$ cat src/rtl/quart_pkg.sv
// Shared constants and carrier types of the four-channel serial front end.
package quart_pkg;

	localparam int NCH   = 4;
	localparam int LVL_W = 7;

	// Channel register indices, address bits 3:0 with bits 7 and 6 low.
	localparam logic [3:0] REG_DIV_LO  = 4'h0;
	localparam logic [3:0] REG_DIV_HI  = 4'h1;
	localparam logic [3:0] REG_FCR     = 4'h2;
	localparam logic [3:0] REG_MCR     = 4'h3;
	localparam logic [3:0] REG_SRS     = 4'h4;
	localparam logic [3:0] REG_TX_TRIG = 4'h5;
	localparam logic [3:0] REG_RX_TRIG = 4'h6;
	localparam logic [3:0] REG_IEN     = 4'h7;
	localparam logic [3:0] REG_STAT    = 4'h8;

	// Device-wide register indices, address bit 7 high.
	localparam logic [7:0] GLB_RESET = 8'h80;
	localparam logic [7:0] GLB_BCAST = 8'h81;
	localparam logic [7:0] GLB_IRQ   = 8'h82;

	// Field positions.
	localparam int FCR_FIFO_EN = 0;
	localparam int FCR_HDX     = 1;
	localparam int MCR_IR      = 6;
	localparam int MCR_PRESC   = 7;
	localparam int IEN_TX      = 0;
	localparam int IEN_RX      = 1;
	localparam int BCAST_EN    = 0;

	// Reset values and counts.
	localparam logic [15:0]      DIV_RST     = 16'h0000;
	localparam logic [7:0]       FCR_RST     = 8'h00;
	localparam logic [7:0]       MCR_RST     = 8'h00;
	localparam logic [LVL_W-1:0] TRIG_RST    = 7'h08;
	localparam logic [1:0]       IEN_RST     = 2'h0;
	localparam logic [1:0]       PRESC_LAST  = 2'h3;
	localparam logic [3:0]       OVS16_LAST  = 4'hf;
	localparam logic [3:0]       OVS8_LAST   = 4'h7;
	localparam logic [1:0]       RESP_OKAY   = 2'h0;
	localparam logic [1:0]       RESP_SLVERR = 2'h2;

	typedef struct packed {
		logic [15:0]      div;
		logic [7:0]       fifo_control_reg;
		logic [7:0]       modem_control_reg;
		logic             srs;
		logic [LVL_W-1:0] tx_trig;
		logic [LVL_W-1:0] rx_trig;
		logic [1:0]       ien;
	} chan_cfg_t;

	localparam chan_cfg_t CFG_RST = '{div: DIV_RST, fifo_control_reg: FCR_RST, modem_control_reg: MCR_RST, srs: 1'b0,
		tx_trig: TRIG_RST, rx_trig: TRIG_RST, ien: IEN_RST};

	typedef struct packed {
		logic [LVL_W-1:0] tx_level;
		logic [LVL_W-1:0] rx_level;
		logic             tx_idle;
	} chan_lvl_t;

	typedef struct packed {
		chan_cfg_t [NCH-1:0] cfg;
		logic [NCH-1:0][1:0]  presc;
		logic [NCH-1:0][15:0] bcnt;
		logic [NCH-1:0][3:0]  bitcnt;
		logic [NCH-1:0]       tick;
		logic [NCH-1:0]       bit_tick;
		logic [NCH-1:0]       tx_int;
		logic [NCH-1:0]       rx_int;
		logic [NCH-1:0]       strap_load;
		logic                 bcast;
		logic                 irq_n;
		logic                 awready;
		logic                 wready;
		logic                 arready;
		logic                 aw_got;
		logic                 w_got;
		logic [9:0]           awaddr;
		logic [7:0]           wdata;
		logic                 wstrb0;
		logic                 bvalid;
		logic [1:0]           bresp;
		logic                 rvalid;
		logic [31:0]          rdata;
		logic [1:0]           rresp;
	} state_t;

endpackage : quart_pkg

$ cat src/rtl/quart_front.sv
// Four-channel serial front end: select, broadcast, resets, interrupt levels, baud generators.
//
// Function
// - Hardware reset returns registers and serial outputs of all four channels to defaults.
// - Writing the software reset register resets registers of the selected channels.
// - The host accesses the device only while selecting it; here each bus access.
// - With address bit 7 low, bits 5:4 pick channel 0 to 3.
// - With broadcast bit 0 set, a channel write updates that register everywhere.
// - FIFO on, half duplex off: transmit level high above trigger, low below or empty.
// - FIFO on, half duplex on: high above trigger, low below or transmitter empty.
// - FIFO on: receive level high below trigger, low above trigger.
// - One system clock runs every baud generator and all other logic.
// - Prescaler divides by four when modem control bit 7 set, else by one.
// - Baud generator divides prescaled clock by a 16-bit divisor, 1 to 65535.
// - Sampling-rate select picks 16 or 8 sample ticks per bit.
// - Divisor is split into high and low byte registers.
// - One sampling tick per channel times both transmit and receive.
// - After any reset the strap level is copied into modem control bit 6.
`timescale 1ns/1ns

module quart_front #(
	parameter int AXI_ADDR_W = 12
) (
	// Clock and reset.
	input  wire logic                                  aclk,
	input  wire logic                                  aresetn,
	// AXI4-Lite write channels.
	input  wire logic [AXI_ADDR_W-1:0]                 awaddr,
	input  wire logic                                  awvalid,
	output logic                                       awready,
	input  wire logic [31:0]                           wdata,
	input  wire logic [3:0]                            wstrb,
	input  wire logic                                  wvalid,
	output logic                                       wready,
	output logic [1:0]                                 bresp,
	output logic                                       bvalid,
	input  wire logic                                  bready,
	// AXI4-Lite read channels.
	input  wire logic [AXI_ADDR_W-1:0]                 araddr,
	input  wire logic                                  arvalid,
	output logic                                       arready,
	output logic [31:0]                                rdata,
	output logic [1:0]                                 rresp,
	output logic                                       rvalid,
	input  wire logic                                  rready,
	// Channel FIFO levels and strap.
	input  wire quart_pkg::chan_lvl_t [quart_pkg::NCH-1:0] lvl,
	input  wire logic                                  infrared_startup_strap,
	// Channel outputs.
	output logic [quart_pkg::NCH-1:0]                  sample_tick,
	output logic [quart_pkg::NCH-1:0]                  bit_tick,
	output logic [quart_pkg::NCH-1:0]                  tx_int,
	output logic [quart_pkg::NCH-1:0]                  rx_int,
	output logic [quart_pkg::NCH-1:0]                  infrared_mode,
	output logic                                       irq_n
);

	if (AXI_ADDR_W < 10) begin : g_addr_check
		$error("AXI_ADDR_W must be at least 10.");
	end

	////////////////////////////////////////////////////////////////////////////////////////////////

	quart_pkg::state_t r;
	quart_pkg::state_t s_nxt;
	logic              wr_fire;
	logic [7:0]        wr_idx;
	logic [7:0]        rd_idx;
	logic [quart_pkg::NCH-1:0] pend;

	function automatic logic idx_ok(input logic [7:0] idx);
		idx_ok = (!idx[7] && !idx[6] && idx[3:0] <= quart_pkg::REG_STAT)
			|| idx == quart_pkg::GLB_RESET || idx == quart_pkg::GLB_BCAST
			|| idx == quart_pkg::GLB_IRQ;
	endfunction : idx_ok

	////////////////////////////////////////////////////////////////////////////////////////////////

	// Next-state logic, all on the one system clock.
	always_comb begin
		logic ptick;
		logic [3:0] last;
		logic hit;
		ptick = 1'b0;
		last = quart_pkg::OVS16_LAST;
		hit = 1'b0;
		s_nxt = r;
		wr_fire = r.aw_got && r.w_got && !r.bvalid;
		wr_idx = r.awaddr[9:2];
		rd_idx = araddr[9:2];
		pend = '0;
		for (int c = 0; c < quart_pkg::NCH; c++) begin
			// Strap copy after any reset.
			if (r.strap_load[c]) begin
				s_nxt.cfg[c].modem_control_reg[quart_pkg::MCR_IR] = infrared_startup_strap;
				s_nxt.strap_load[c] = 1'b0;
			end
			// Prescaler.
			if (r.cfg[c].modem_control_reg[quart_pkg::MCR_PRESC]) begin
				s_nxt.presc[c] = r.presc[c] + 2'h1;
				ptick = r.presc[c] == quart_pkg::PRESC_LAST;
			end else begin
				s_nxt.presc[c] = 2'h0;
				ptick = 1'b1;
			end
			// Divisor counter; a zero divisor stops the ticks.
			s_nxt.tick[c] = 1'b0;
			if (r.cfg[c].div == 16'h0000) begin
				s_nxt.bcnt[c] = 16'h0000;
			end else if (ptick) begin
				if (r.bcnt[c] >= r.cfg[c].div - 16'h0001) begin
					s_nxt.bcnt[c] = 16'h0000;
					s_nxt.tick[c] = 1'b1;
				end else begin
					s_nxt.bcnt[c] = r.bcnt[c] + 16'h0001;
				end
			end
			// Bit tick after 16 or 8 sample ticks, shared by both directions.
			last = r.cfg[c].srs ? quart_pkg::OVS8_LAST : quart_pkg::OVS16_LAST;
			s_nxt.bit_tick[c] = 1'b0;
			if (r.tick[c]) begin
				if (r.bitcnt[c] >= last) begin
					s_nxt.bitcnt[c] = 4'h0;
					s_nxt.bit_tick[c] = 1'b1;
				end else begin
					s_nxt.bitcnt[c] = r.bitcnt[c] + 4'h1;
				end
			end
			// Transmit and receive interrupt levels.
			if (r.cfg[c].fifo_control_reg[quart_pkg::FCR_FIFO_EN]) begin
				if (lvl[c].tx_level > r.cfg[c].tx_trig) begin
					s_nxt.tx_int[c] = 1'b1;
				end else if (lvl[c].tx_level < r.cfg[c].tx_trig) begin
					s_nxt.tx_int[c] = 1'b0;
				end else if (r.cfg[c].fifo_control_reg[quart_pkg::FCR_HDX] ? lvl[c].tx_idle
						: lvl[c].tx_level == '0) begin
					s_nxt.tx_int[c] = 1'b0;
				end
				if (lvl[c].rx_level < r.cfg[c].rx_trig) begin
					s_nxt.rx_int[c] = 1'b1;
				end else if (lvl[c].rx_level > r.cfg[c].rx_trig) begin
					s_nxt.rx_int[c] = 1'b0;
				end
			end else begin
				s_nxt.tx_int[c] = 1'b1;
				s_nxt.rx_int[c] = 1'b1;
			end
			pend[c] = (r.cfg[c].ien[quart_pkg::IEN_TX] && !r.tx_int[c])
				|| (r.cfg[c].ien[quart_pkg::IEN_RX] && !r.rx_int[c]);
		end
		s_nxt.irq_n = ~|pend;

		// Write address and data are taken in either order; each access selects the device.
		if (awvalid && r.awready) begin
			s_nxt.aw_got = 1'b1;
			s_nxt.awaddr = awaddr[9:0];
		end
		if (wvalid && r.wready) begin
			s_nxt.w_got = 1'b1;
			s_nxt.wdata = wdata[7:0];
			s_nxt.wstrb0 = wstrb[0];
		end
		if (bvalid && bready) begin
			s_nxt.bvalid = 1'b0;
		end
		if (wr_fire) begin
			s_nxt.aw_got = 1'b0;
			s_nxt.w_got = 1'b0;
			s_nxt.bvalid = 1'b1;
			s_nxt.bresp = quart_pkg::RESP_OKAY;
			if (r.awaddr[1:0] != 2'h0 || !idx_ok(wr_idx)) begin
				s_nxt.bresp = quart_pkg::RESP_SLVERR;
			end else if (r.wstrb0) begin
				if (!wr_idx[7]) begin
					for (int c = 0; c < quart_pkg::NCH; c++) begin
						hit = r.bcast || wr_idx[5:4] == 2'(c);
						if (hit) begin
							case (wr_idx[3:0])
								quart_pkg::REG_DIV_LO: s_nxt.cfg[c].div[7:0] = r.wdata;
								quart_pkg::REG_DIV_HI: s_nxt.cfg[c].div[15:8] = r.wdata;
								quart_pkg::REG_FCR: s_nxt.cfg[c].fifo_control_reg = r.wdata;
								quart_pkg::REG_MCR: s_nxt.cfg[c].modem_control_reg = r.wdata;
								quart_pkg::REG_SRS: s_nxt.cfg[c].srs = r.wdata[0];
								quart_pkg::REG_TX_TRIG: s_nxt.cfg[c].tx_trig = r.wdata[6:0];
								quart_pkg::REG_RX_TRIG: s_nxt.cfg[c].rx_trig = r.wdata[6:0];
								quart_pkg::REG_IEN: s_nxt.cfg[c].ien = r.wdata[1:0];
								default: s_nxt.cfg[c] = s_nxt.cfg[c];
							endcase
						end
					end
				end else if (wr_idx == quart_pkg::GLB_BCAST) begin
					s_nxt.bcast = r.wdata[quart_pkg::BCAST_EN];
				end else if (wr_idx == quart_pkg::GLB_RESET) begin
					for (int c = 0; c < quart_pkg::NCH; c++) begin
						if (r.wdata[c]) begin
							s_nxt.cfg[c] = quart_pkg::CFG_RST;
							s_nxt.presc[c] = 2'h0;
							s_nxt.bcnt[c] = 16'h0000;
							s_nxt.bitcnt[c] = 4'h0;
							s_nxt.tick[c] = 1'b0;
							s_nxt.bit_tick[c] = 1'b0;
							s_nxt.tx_int[c] = 1'b1;
							s_nxt.rx_int[c] = 1'b1;
							s_nxt.strap_load[c] = 1'b1;
						end
					end
				end
			end
		end

		// Read channel: one answer per address, held until taken.
		if (rvalid && rready) begin
			s_nxt.rvalid = 1'b0;
		end
		if (arvalid && r.arready) begin
			s_nxt.rvalid = 1'b1;
			s_nxt.rresp = quart_pkg::RESP_OKAY;
			s_nxt.rdata = 32'h0000_0000;
			if (araddr[1:0] != 2'h0 || !idx_ok(rd_idx)) begin
				s_nxt.rresp = quart_pkg::RESP_SLVERR;
			end else if (!rd_idx[7]) begin
				case (rd_idx[3:0])
					quart_pkg::REG_DIV_LO: s_nxt.rdata[7:0] = r.cfg[rd_idx[5:4]].div[7:0];
					quart_pkg::REG_DIV_HI: s_nxt.rdata[7:0] = r.cfg[rd_idx[5:4]].div[15:8];
					quart_pkg::REG_FCR: s_nxt.rdata[7:0] = r.cfg[rd_idx[5:4]].fifo_control_reg;
					quart_pkg::REG_MCR: s_nxt.rdata[7:0] = r.cfg[rd_idx[5:4]].modem_control_reg;
					quart_pkg::REG_SRS: s_nxt.rdata[0] = r.cfg[rd_idx[5:4]].srs;
					quart_pkg::REG_TX_TRIG: s_nxt.rdata[6:0] = r.cfg[rd_idx[5:4]].tx_trig;
					quart_pkg::REG_RX_TRIG: s_nxt.rdata[6:0] = r.cfg[rd_idx[5:4]].rx_trig;
					quart_pkg::REG_IEN: s_nxt.rdata[1:0] = r.cfg[rd_idx[5:4]].ien;
					default: s_nxt.rdata[2:0] = {lvl[rd_idx[5:4]].tx_idle,
						r.rx_int[rd_idx[5:4]], r.tx_int[rd_idx[5:4]]};
				endcase
			end else if (rd_idx == quart_pkg::GLB_BCAST) begin
				s_nxt.rdata[0] = r.bcast;
			end else if (rd_idx == quart_pkg::GLB_IRQ) begin
				s_nxt.rdata[quart_pkg::NCH-1:0] = pend;
			end
		end

		s_nxt.awready = !s_nxt.aw_got && !s_nxt.bvalid;
		s_nxt.wready = !s_nxt.w_got && !s_nxt.bvalid;
		s_nxt.arready = !s_nxt.rvalid;
	end

	////////////////////////////////////////////////////////////////////////////////////////////////

	always_ff @(posedge aclk) begin
		if (!aresetn) begin
			r <= '0;
			r.cfg <= {quart_pkg::NCH{quart_pkg::CFG_RST}};
			r.tx_int <= '1;
			r.rx_int <= '1;
			r.strap_load <= '1;
			r.irq_n <= 1'b1;
			r.awready <= 1'b1;
			r.wready <= 1'b1;
			r.arready <= 1'b1;
		end else begin
			r <= s_nxt;
		end
	end

	assign awready = r.awready;
	assign wready = r.wready;
	assign bvalid = r.bvalid;
	assign bresp = r.bresp;
	assign arready = r.arready;
	assign rvalid = r.rvalid;
	assign rdata = r.rdata;
	assign rresp = r.rresp;
	assign sample_tick = r.tick;
	assign bit_tick = r.bit_tick;
	assign tx_int = r.tx_int;
	assign rx_int = r.rx_int;
	assign irq_n = r.irq_n;

	for (genvar c = 0; c < quart_pkg::NCH; c++) begin : g_ir
		assign infrared_mode[c] = r.cfg[c].modem_control_reg[quart_pkg::MCR_IR];
	end

	////////////////////////////////////////////////////////////////////////////////////////////////

	// Checks.
	a_hw_reset_cfg: assert property (@(posedge aclk) !aresetn |=>
		r.cfg[3] == quart_pkg::CFG_RST && r.tick == '0 && irq_n)
		else $error("Hardware reset left channel state.");

	a_soft_reset_ch: assert property (@(posedge aclk) disable iff (!aresetn)
		wr_fire && r.wstrb0 && r.awaddr[1:0] == 2'h0 && wr_idx == quart_pkg::GLB_RESET
		&& r.wdata[2] |=> r.cfg[2] == quart_pkg::CFG_RST)
		else $error("Software reset missed channel.");

	a_chan_select: assert property (@(posedge aclk) disable iff (!aresetn)
		wr_fire && r.wstrb0 && !r.bcast && r.awaddr[1:0] == 2'h0 && wr_idx == 8'h25
		|=> r.cfg[2].tx_trig == $past(r.wdata[6:0]) && $stable(r.cfg[0].tx_trig))
		else $error("Channel select wrong.");

	a_broadcast_wr: assert property (@(posedge aclk) disable iff (!aresetn)
		wr_fire && r.wstrb0 && r.bcast && r.awaddr[1:0] == 2'h0 && wr_idx[7:6] == 2'h0
		&& wr_idx[3:0] == quart_pkg::REG_RX_TRIG |=> r.cfg[0].rx_trig == $past(r.wdata[6:0])
		&& r.cfg[3].rx_trig == $past(r.wdata[6:0]))
		else $error("Broadcast write incomplete.");

	a_tx_int_empty: assert property (@(posedge aclk) disable iff (!aresetn)
		r.cfg[0].fifo_control_reg[1:0] == 2'h1 && lvl[0].tx_level == '0 |=> !tx_int[0])
		else $error("Transmit level high on empty FIFO.");

	a_tx_int_hdx: assert property (@(posedge aclk) disable iff (!aresetn)
		r.cfg[0].fifo_control_reg[1:0] == 2'h3 && lvl[0].tx_level > r.cfg[0].tx_trig |=> tx_int[0])
		else $error("Transmit level low above trigger.");

	a_rx_int_below: assert property (@(posedge aclk) disable iff (!aresetn)
		r.cfg[0].fifo_control_reg[0] && lvl[0].rx_level < r.cfg[0].rx_trig |=> rx_int[0])
		else $error("Receive level low below trigger.");

	a_presc_div4: assert property (@(posedge aclk) disable iff (!aresetn)
		r.tick[3] && r.cfg[3].modem_control_reg[7] && !r.aw_got && !awvalid |=> !r.tick[3] [*3])
		else $error("Prescaler period not four.");

	a_divisor_period: assert property (@(posedge aclk) disable iff (!aresetn)
		r.tick[3] && !r.cfg[3].modem_control_reg[7] && r.cfg[3].div == 16'h0003 && !r.aw_got && !awvalid
		|=> !r.tick[3] [*2] ##1 r.tick[3])
		else $error("Divisor period wrong.");

	a_bit_tick_src: assert property (@(posedge aclk) disable iff (!aresetn)
		r.tick[3] && !wr_fire && r.bitcnt[3] == (r.cfg[3].srs ? quart_pkg::OVS8_LAST
		: quart_pkg::OVS16_LAST) |=> bit_tick[3])
		else $error("Bit tick count wrong.");

	a_strap_copy: assert property (@(posedge aclk) disable iff (!aresetn)
		r.strap_load[1] |=> infrared_mode[1] == $past(infrared_startup_strap))
		else $error("Strap not copied.");

	a_irq_any: assert property (@(posedge aclk) disable iff (!aresetn)
		$past(aresetn) |-> irq_n == ($past(pend) == '0))
		else $error("Interrupt output mismatch.");

	c_broadcast: cover property (@(posedge aclk) disable iff (!aresetn)
		wr_fire && r.bcast && !wr_idx[7]);
	c_soft_reset: cover property (@(posedge aclk) disable iff (!aresetn)
		wr_fire && wr_idx == quart_pkg::GLB_RESET);
	c_presc_tick: cover property (@(posedge aclk) disable iff (!aresetn)
		r.tick[3] && r.cfg[3].modem_control_reg[7]);
	c_irq_low: cover property (@(posedge aclk) disable iff (!aresetn) !irq_n);

endmodule : quart_front

$ cat config.mk
export PLATFORM = sky130hd
export DESIGN_NAME = quart_front
export DESIGN_NICKNAME = d
export VERILOG_FILES = /design/src/rtl/quart_pkg.sv /design/src/rtl/quart_front.sv
export SDC_FILE = /design/constraint.sdc
export NUM_CORES = 1
export LEC_CHECK = 0
export ABC_AREA = 0
export BUFFER_PORTS_ARGS = -buffer_cell sky130_fd_sc_hd__buf_2
export CAP_MARGIN = 20
export CORE_UTILIZATION = 45
export CTS_CLUSTER_DIAMETER = 200
export DETAILED_ROUTE_END_ITERATION = 10
export GPL_TIMING_DRIVEN = 1
export MAX_ROUTING_LAYER = met4
export PLACE_DENSITY_LB_ADDON = 0.3
export SLEW_MARGIN = 25
export SYNTH_ARGS = -nofsm -noshare
export SYNTH_HDL_FRONTEND = slang
export SYNTH_SLANG_ARGS = --single-unit
$ cat constraint.sdc
create_clock -name aclk -period 5.3 [get_ports aclk]
set_input_delay 0.265 -clock aclk [delete_from_list [all_inputs] [get_ports aclk]]
set_output_delay 0.265 -clock aclk [all_outputs]
set_load 0.03 [all_outputs]
**Word-level counts from Yosys, hierarchy flattened**

Index checks and enable logic that the tools add are counted.
Widths: inputs -> output; s select.

- $add $sub $neg: 16
- $lt $le $gt $ge: 27
- Equality and inequality tests: 33
- Multiplexer cells: 175
- Bitwise logic cells: 1
- Reductions and logical operators: 117

Operators by type and width:

| kind | count |
|---|---|
| $mux 280 | 3 |
| $mux 304 | 2 |
| $mux 49 | 9 |
| $mux 16 | 16 |
| $reduce_and 8->1 | 32 |
| $mux 196 | 1 |
| $mux 109 | 1 |
| $bmux 49 s2 | 1 |
| $mux 1 | 90 |
| $mux 4 | 19 |
| $add 16x1->16 const B | 4 |
| $ge 16x16->1 | 4 |
| $logic_not 16->1 | 4 |
| $mux 8 | 8 |
| $sub 16x1->16 const B | 4 |
| $gt 7x7->1 | 8 |
| $lt 7x7->1 | 8 |
| $eq 8x8->1 const B | 6 |
| $mux 35 | 1 |
| $eq 4x3->1 const B | 8 |
| $bmux 15 s2 | 1 |
| $logic_not 7->1 | 4 |
| $reduce_bool 2->1 | 14 |
| $mux 2 | 12 |
| 27 further kinds | 109 |

- Register bits after elaboration: 344
- Input port bits: 128
- Output and inout port bits: 62
- Word-level logic and storage cells: 437

**Depth between registers and ports, before layout**

Gate-level depths: netlist of run 1.

- Depth after elaboration: 13
- Depth in mapped cells: 14
- Depth with buffers taken out: 13

**Least setup slack after synthesis of run 1**

OpenSTA, ideal clock, no wires.

- Kind: reg-to-reg
- From: reg r[262] in the netlist's numbering
- To: reg r[121] in the netlist's numbering
- Library setup time: 64 ps
- Data arrival time: 3,432 ps
- Data required time: 5,236 ps
- Path slack: 1,804 ps
- Stages on the path, launching flop included: 13
- Path buffers: 1
- Clock period less this slack: 3,496 ps
- Cells stage by stage: dfxtp_1 > or4_4 > or4_4 > or4_4 > xor2_1 > ha_1 > nand2_1 > o21ai_0 > a2111oi_0 > o211ai_1 > a21o_4 > buf_6 > nor2_1

- Word-level cells in the longest chain between the ends: 12
- Elaborated cells between the ends (all ways): 13
- Those cells by class: add/sub: 1; order compare: 1; mux: 10; reduce/logical: 1

Ends and longest elaborated chain:

| element | line | text |
|---|---|---|
| start, declared | quart_front.sv:64 | `quart_pkg::state_t r;` |
| start signal, assigned | quart_front.sv:260 | `r <= s_nxt;` |
| $sub 16x1->16 | quart_front.sv:111 | `if (r.bcnt[c] >= r.cfg[c].div - 16'h0001) begin` |
| $ge 16x16->1 | quart_front.sv:111 |  |
| $mux 16 | quart_front.sv:111 |  |
| $mux 16 | quart_front.sv:110 | `end else if (ptick) begin` |
| $mux 16 (*) | quart_front.sv:108 | `if (r.cfg[c].div == 16'h0000) begin` |
| $mux 16 | quart_front.sv:195 | `if (r.wdata[c]) begin` |
| $mux 304 | quart_front.sv:193 | `end else if (wr_idx == quart_pkg::GLB_RESET) begin` |
| $mux 304 | quart_front.sv:191 | `end else if (wr_idx == quart_pkg::GLB_BCAST) begin` |
| $mux 109 | quart_front.sv:174 | `if (!wr_idx[7]) begin` |
| $mux 280 | quart_front.sv:173 | `end else if (r.wstrb0) begin` |
| $mux 280 | quart_front.sv:171 | `if (r.awaddr[1:0] != 2'h0 \|\| !idx_ok(wr_idx)) begin` |
| $mux 280 (*) | quart_front.sv:166 | `if (wr_fire) begin` |

Mark *: on every way between the ends. The rest lies on a longest branch, timed or not. The select of a mux whose other input is x is not followed.
A chain may end at the register's enable or synchronous reset.

**Final worst setup path of run 1**

- From: reg r[354] in the netlist's numbering
- To: reg r[153] in the netlist's numbering

The elaborated chain is that of the path after synthesis.

==> results of run 1 <==
[cell families after synthesis]
family,Yosys count
other,1
XOR/XNOR,125
flip-flops,342
buffers and inverters,257
multiplexers,91
AND/OR/NAND/NOR,827
AO/OA/AOI/OAI,409
adder cells (fa/ha/maj),140
[Yosys cell counts (all sizes together), types with 44 or more instances]
cell type	instances	area (um2)
xnor2	70	613
inv	100	375
dfxtp	342	6850
buf	98	607
ha	140	1750
nand2	214	803
nand4	44	275
xor2	55	482
clkbuf	58	218
nand3	217	1090
o21ai	182	911
mux4	53	1200
a21oi	69	345
nor2	180	683
[layer usage]
metal | vias to the layer above | part of all wire [%] | wire (um)
li1 | 7935 | - | -
met4 | 0 | 1.9 | 1100
met5 | - | 0 | 0
met1 | 8070 | 45 | 25900
met3 | 85 | 9.9 | 5750
met2 | 719 | 44 | 25500
[worst max-delay path, stage by stage, from the launching register on]
cell and delay, ns:
dfxtp_1 0.39, nor2_1 0.20, nand3_1 0.11, or3_1 0.35, nor4_1 0.55, nand3b_1 0.18, xor2_1 0.19, ha_1 0.30
a21oi_1 0.14, o21ai_0 0.13, a2111oi_0 0.72, o311a_1 0.33, o21ai_2 0.21, nor2_1 0.17
[metrics by stage]
stage          area, um2  worst slack, ns  hold slack (ns)  std cells
2_1_floorplan      19100             1.80            0.388       2217
3_3_place_gp       19700             1.43            0.403       2738
3_5_place_dp       19700             1.22            0.413       2738
4_1_cts            21200             1.19           0.0468       2826
5_1_grt            21200            0.918           0.0671       2826
6_report           21200             1.24           0.0657       2826
[final cells by class]
type                            count  share of cell area [%]
Clock buffer                       47                    4.92
Clock inverter                     22                    1.40
Inverter                          101                    1.78
Multi-Input combinational cell   1618                    52.0
Sequential cell                   342                    32.2
Tap cell                          532                    3.13
Timing Repair Buffer              164                    4.51
[flip-flops by register name, summed over array words and instances (netlist names)]
signal	cells
awready	1
sample_tick	4
arready	1
rx_int	4
bit_tick	4
bresp	1
infrared_mode	4
wready	1
rresp	1
bvalid	1
tx_int	4
irq_n	1
rdata	8
r	306
rvalid	1
[report_power, final]
| part | switching, W | total, W | internal, W |
|---|---|---|---|
| logic | 0.000257 | 0.000387 | 0.000130 |
| registers | 0.0000449 | 0.00264 | 0.00259 |
| clock network | 0.00113 | 0.00284 | 0.00171 |
[worst max path at each step]
stage | end | slack (ns) | depth (start not counted)
after global routing | r[155] | 0.92 | 13
after detailed placement | r[153] | 1.22 | 13
after CTS | r[153] | 1.19 | 13
after global placement | r[163] | 1.43 | 13
after floorplan | r[121] | 1.80 | 12
final | r[153] | 1.24 | 13
[what timing repair did]
| action | 4_1_cts | 5_1_grt |
|---|---|---|
| hold buffers | 19 | 0 |
| hold endpoints to repair | 19 | 0 |
| resized for setup | 0 | 0 |
==> qor.txt, run 1 <==
Die X: 207 um
FF/Latch Area: 0.00685 mm2
Routability Congestion: 0.983
Slew Limit Fails: 0
Worst EP arrival: 4.53 ns
Tcrit/Tclk final: 76.6%
Worst slew margin: 29.5%
Largest family of logic cells by synthesized area: simple AND/OR/NAND/NOR gates
DR pass1 iterations: 5
Req. time, crit path: 5.77 ns
Drt initial violations: 1716
Cell Area, Synth: 0.0190 mm2
Area Overhead vs Synth: 11.9%
Slew @ Worst Pin: 1.05 ns
Total grt overflow: 0
Syn Area/Cell: 8.66 um2
Commonest non-fill, non-tap cell in the layout: dfxtp_1
Reg2reg path depth: 13
Number of buffers added on ports: 132
Post-DRT Antenna Nets: 0
Critical path class: flip-flop to flip-flop
Final Util: 51.6%
Share of cells above drive strength 1: 12.6%
Number of synthesized flops with an enable pin: 0
Max Fclk: 246 MHz
Cells after Synth: 2192
Vias in the first global route: 15.6k
Maxcap violations: 0
Initial antenna violation count: 0
Vias per Instance: 5.95
Total negative setup slack: 0 ns
Cell Pwr Density: 276 mW/mm2
CP max FO: 16
Area of the multi-input gates: 0.0111 mm2
Synth cell types: 79
Met2 usage: 40.7%
Simple-gate portion of the synthesized area: 21.0%
Final Skew: 0.0250 ns
Reg-to-reg critical path startpoint: r[354]
Most common flop cell mapped by yosys: dfxtp_1
Starting density of the core: 46.1%
TritonCTS clock tree: built
CTS max path bufs: 3
Worst-path clk slew: 0.06 ns
Hold path startpoint: rready
Async set-reset flop share out of synthesis: 0%
Reg2reg end: r[153]
Seq/Total Area, Yosys: 36.1%
Synth warnings: 0
N_diodes: 0
CTS Root Buffer Type: clkbuf_16
Die area: 0.0430 mm2
XOR/XNOR share of the synthesized area: 5.77%
Pleak: 8.31 nW
R2r setup slk: 1.24 ns
Post-synthesis sequential element count: 342
Multiplexer share of the synthesized area: 8.32%
Post-route minimum period: 4.06 ns
Synth Area in Compound Gates: 13.2%
Pin count of the biggest net entering global routing: 96
Met1 Use GR: 38.5%
Total design power: 0.00586 W
Adder-cell share of the synthesized area: 9.23%
Gr usage total: 27.6%
Ports: 190
Fillers: 3799
Postcts setup bufs: 0
WHS Path Cells: 3
Core area: 0.0412 mm2
Grt met3 use: 5.48%
DP HPWL: 44200 um
Worst min path class: primary input to flip-flop
Worst vdd ir: 0.000260 V
Setup violators final: 0
Worst setup EP type: flip-flop
Outcome: finished, final reports clean
Layout Nets: 2533
Critical path startpoint category: flip-flop
Clock sinks: 342
First-pass GRT wire length: 90500 um
Remaining DRCs: 0
Drt total wl: 58300 um
CTS buffer count: 38
Via count: 16.8k
Layer with the highest usage: met2
Final hold vios: 0
Die height: 207 um
Critical path startpoint: r[354]
Worst-Skew Late Latency: 0.56 ns
RSZ-0062 raised after global routing: no
Most frequent cells in the layout: 342 x dfxtp_1, 217 x nand3_1, 214 x nand2_1, 181 x o21ai_0, 179 x nor2_1
Max H-tree Level: 2
WHS Endpoint: rvalid
Rows: 74
WL/cell: 20.6 um
Power figures use the tool's default switching activity.
==> inputs of run 2 (changes only) <==
==> constraint.sdc (replaced) <==
create_clock -name aclk -period 3.8 [get_ports aclk]
set_input_delay 0.19 -clock aclk [delete_from_list [all_inputs] [get_ports aclk]]
set_output_delay 0.19 -clock aclk [all_outputs]
set_load 0.03 [all_outputs]
==> run 2 against run 1 <==
Compared with the run above: worst hold slack worse by 0.046 ns; routed wire length about the same; clock skew up 0.0013 ns; sequential power up 39%; first-iteration DRC count down 2.9%; sequential cell count unchanged; critical path depth down 1; via count down 0.22%; register-to-register slack worse by 0.96 ns; critical path type unchanged; critical endpoint is now sample_tick[0].
==> qor.txt, run 2 (synthesized netlist as in run 1, its figures left out) <==
Outcome: finished, final reports clean (unchanged)
Post-route minimum period: 3.52 ns (was 4.06 ns)
Pin count of the biggest net entering global routing: 95 (was 96)
Pint: 0.00594 W (was 0.00443 W)
Critical path startpoint category: flip-flop (unchanged)
R2r setup slk: 0.28 ns (was 1.24 ns)
Sequential share of power: 46.6% (was 45.0%)
Switching Power: 0.00193 W (was 0.00143 W)
Total design power: 0.00787 W (was 0.00586 W)
Worst-Skew Late Latency: 0.56 ns (about the same)
Maxcap violations: 0 (unchanged)
Drt total wl: 58300 um (about the same)
Share of cells above drive strength 1: 13.3% (was 12.6%)
Max reg flops: 306 (unchanged)
DR pass1 iterations: 6 (was 5)
Delay-heaviest family, CP: simple AND/OR/NAND/NOR gates (unchanged)
Slew @ Worst Pin: 0.952 ns (was 1.05 ns)
Switch share: 24.5% (was 24.4%)
Final hold vios: 0 (unchanged)
Worst min path class: primary input to flip-flop (unchanged)
Die height: 207 um (unchanged)
Max Fclk: 284 MHz (was 246 MHz)
Remaining DRCs: 0 (unchanged)
Number of buffers added on ports: 132 (unchanged)
Req. time, crit path: 4.29 ns (was 5.77 ns)
Die area: 0.0430 mm2 (unchanged)
Crit path buf inv count: 1 (was 0)
Tcrit/Tclk final: 92.6% (was 76.6%)
Post-DRT Antenna Nets: 0 (unchanged)
Commonest non-fill, non-tap cell in the layout: dfxtp_1 (unchanged)
Max H-tree Level: 2 (unchanged)
Pleak: 8.40 nW (was 8.31 nW)
Slew Limit Fails: 0 (unchanged)
Worst setup EP type: flip-flop (unchanged)
Worst vdd ir: 0.000265 V (was 0.000260 V)
RSZ-0062 raised after global routing: no (unchanged)
Vias in the first global route: 15.8k (was 15.6k)
Worst EP arrival: 4.00 ns (was 4.53 ns)
CTS max path bufs: 3 (unchanged)
Met2 usage: 41.0% (was 40.7%)
CTS Root Buffer Type: clkbuf_16 (unchanged)
CP cell instances: or4_1 > or4_1 > nor4_1 > xnor2_1 > ha_1 > a21oi_1 > o21ai_0 > a211oi_1 > a211o_1 > a31oi_1 > buf_4 > and2_1 (was nor2_1 > nand3_1 > or3_1 > nor4_1 > nand3b_1 > xor2_1 > ha_1 > a21oi_1 > o21ai_0 > a2111oi_0 > o311a_1 > o21ai_2 > nor2_1)
Routability Congestion: 0.968 (was 0.983)
Slowest stage delay, CP: 0.57 ns (was 0.72 ns)
WL/cell: 20.5 um (was 20.6 um)
Worst slew margin: 36.6% (was 29.5%)
Initial antenna violation count: 1 (was 0)
Total negative setup slack: 0 ns (unchanged)
Vias per Instance: 5.89 (was 5.95)
Layout Nets: 2559 (was 2533)
Grt met3 use: 5.48% (unchanged)
Ports: 190 (unchanged)
Drt initial violations: 1666 (was 1716)
TritonCTS clock tree: built (unchanged)
Placed inst area: 0.0199 mm2 (was 0.0197 mm2)
Gr usage total: 27.7% (was 27.6%)
Area Overhead vs Synth: 12.4% (was 11.9%)
Biggest register: r (unchanged)
Fillers: 3767 (was 3799)
Setup violators final: 0 (unchanged)
Met1 Use GR: 38.2% (was 38.5%)
Clock Power Share: 46.2% (was 48.4%)
Starting density of the core: 46.1% (unchanged)
Core area: 0.0412 mm2 (unchanged)
Final Util: 51.8% (was 51.6%)
Layer with the highest usage: met2 (unchanged)
Postcts setup bufs: 0 (unchanged)
Cell mode on critical path: or4_1 (was nor2_1)
CTS buffer count: 37 (was 38)
Worst-path clk slew: 0.06 ns (about the same)
DP HPWL: 44800 um (was 44200 um)
Die X: 207 um (unchanged)
Clock sinks: 342 (unchanged)
Rows: 74 (unchanged)
Via count: 16.8k (about the same)
Critical path class: flip-flop to flip-flop (unchanged)
Cell Pwr Density: 369 mW/mm2 (was 276 mW/mm2)
Most frequent cells in the layout: 342 x dfxtp_1, 217 x nand3_1, 214 x nand2_1, 181 x o21ai_0, 179 x nor2_1 (unchanged)
Final Skew: 0.0262 ns (was 0.0250 ns)
First-pass GRT wire length: 91200 um (was 90500 um)
Gate power share: 7.2% (was 6.6%)
Cell at the slowest stage of the critical path: or4_1 (was a2111oi_0)
Final Cell Area: 0.0213 mm2 (was 0.0212 mm2)
CP max FO: 14 (was 16)
Total grt overflow: 0 (unchanged)
run 2: final timing paths:
path | start | to | depth (start not counted)
worst max-delay path | r[207] | sample_tick[0] | 12
worst min-delay path | infrared_startup_strap | infrared_mode[2] | 3
worst max register to register | r[207] | sample_tick[0] | 12
worst min register to register | r[168] | r[168] | 1
run 2: worst reg2reg max path, delay by kind of cell (launching register included):
kind / cells / cell delay, ns
xor gates and xnor gates: 1 / 0.11
adders and majority gates: 1 / 0.31
and+or+nand+nor: 4 / 1.51
DFF: 1 / 0.41
AOI/OAI and AO/OA: 5 / 0.88
buffers and inverters: 1 / 0.23
run 2: stage by stage:
stage          hold WS, ns  worst slack, ns  instances
2_1_floorplan        0.326            0.304       2217
3_3_place_gp         0.403            0.205       2763
3_5_place_dp         0.409            0.106       2763
4_1_cts            0.00537           0.0611       2848
5_1_grt             0.0685           0.0268       2849
6_report            0.0201            0.283       2849
run 2: area by class of cell:
cell class	instances	area, um2	share of cell area (%)
Clock buffer	53	1090	5.09
Timing Repair Buffer	191	1170	5.50
Sequential cell	342	6850	32.1
Clock inverter	11	131	0.616
Multi-Input combinational cell	1618	11100	51.8
Inverter	101	379	1.78
Tap cell	532	666	3.12
Antenna cell	1	2.50	0.0117
run 2: what timing repair did:
action	in CTS	in global routing
hold endpoints to repair	21	0
endpoints found under the setup margin	0	33
hold buffers	21	0
gates resized for setup	0	6
run 2: power groups by stage:
stage | logic (W) | clock network, W | registers, W
detailed placement | 0.000540 | 0 | 0.00374
floorplan | 0.000381 | 0 | 0.00372
global route | 0.000618 | 0.00382 | 0.00367
global placement | 0.000531 | 0 | 0.00374
finish | 0.000568 | 0.00363 | 0.00367
CTS | 0.000558 | 0.00368 | 0.00366
run 2: routing by layer:
metal / wire [um] / vias to the layer above
met3: 5550 / 107
met1: 26000 / 7979
met4: 1430 / 0
met5: 0 / -
met2: 25400 / 710
li1: - / 7976
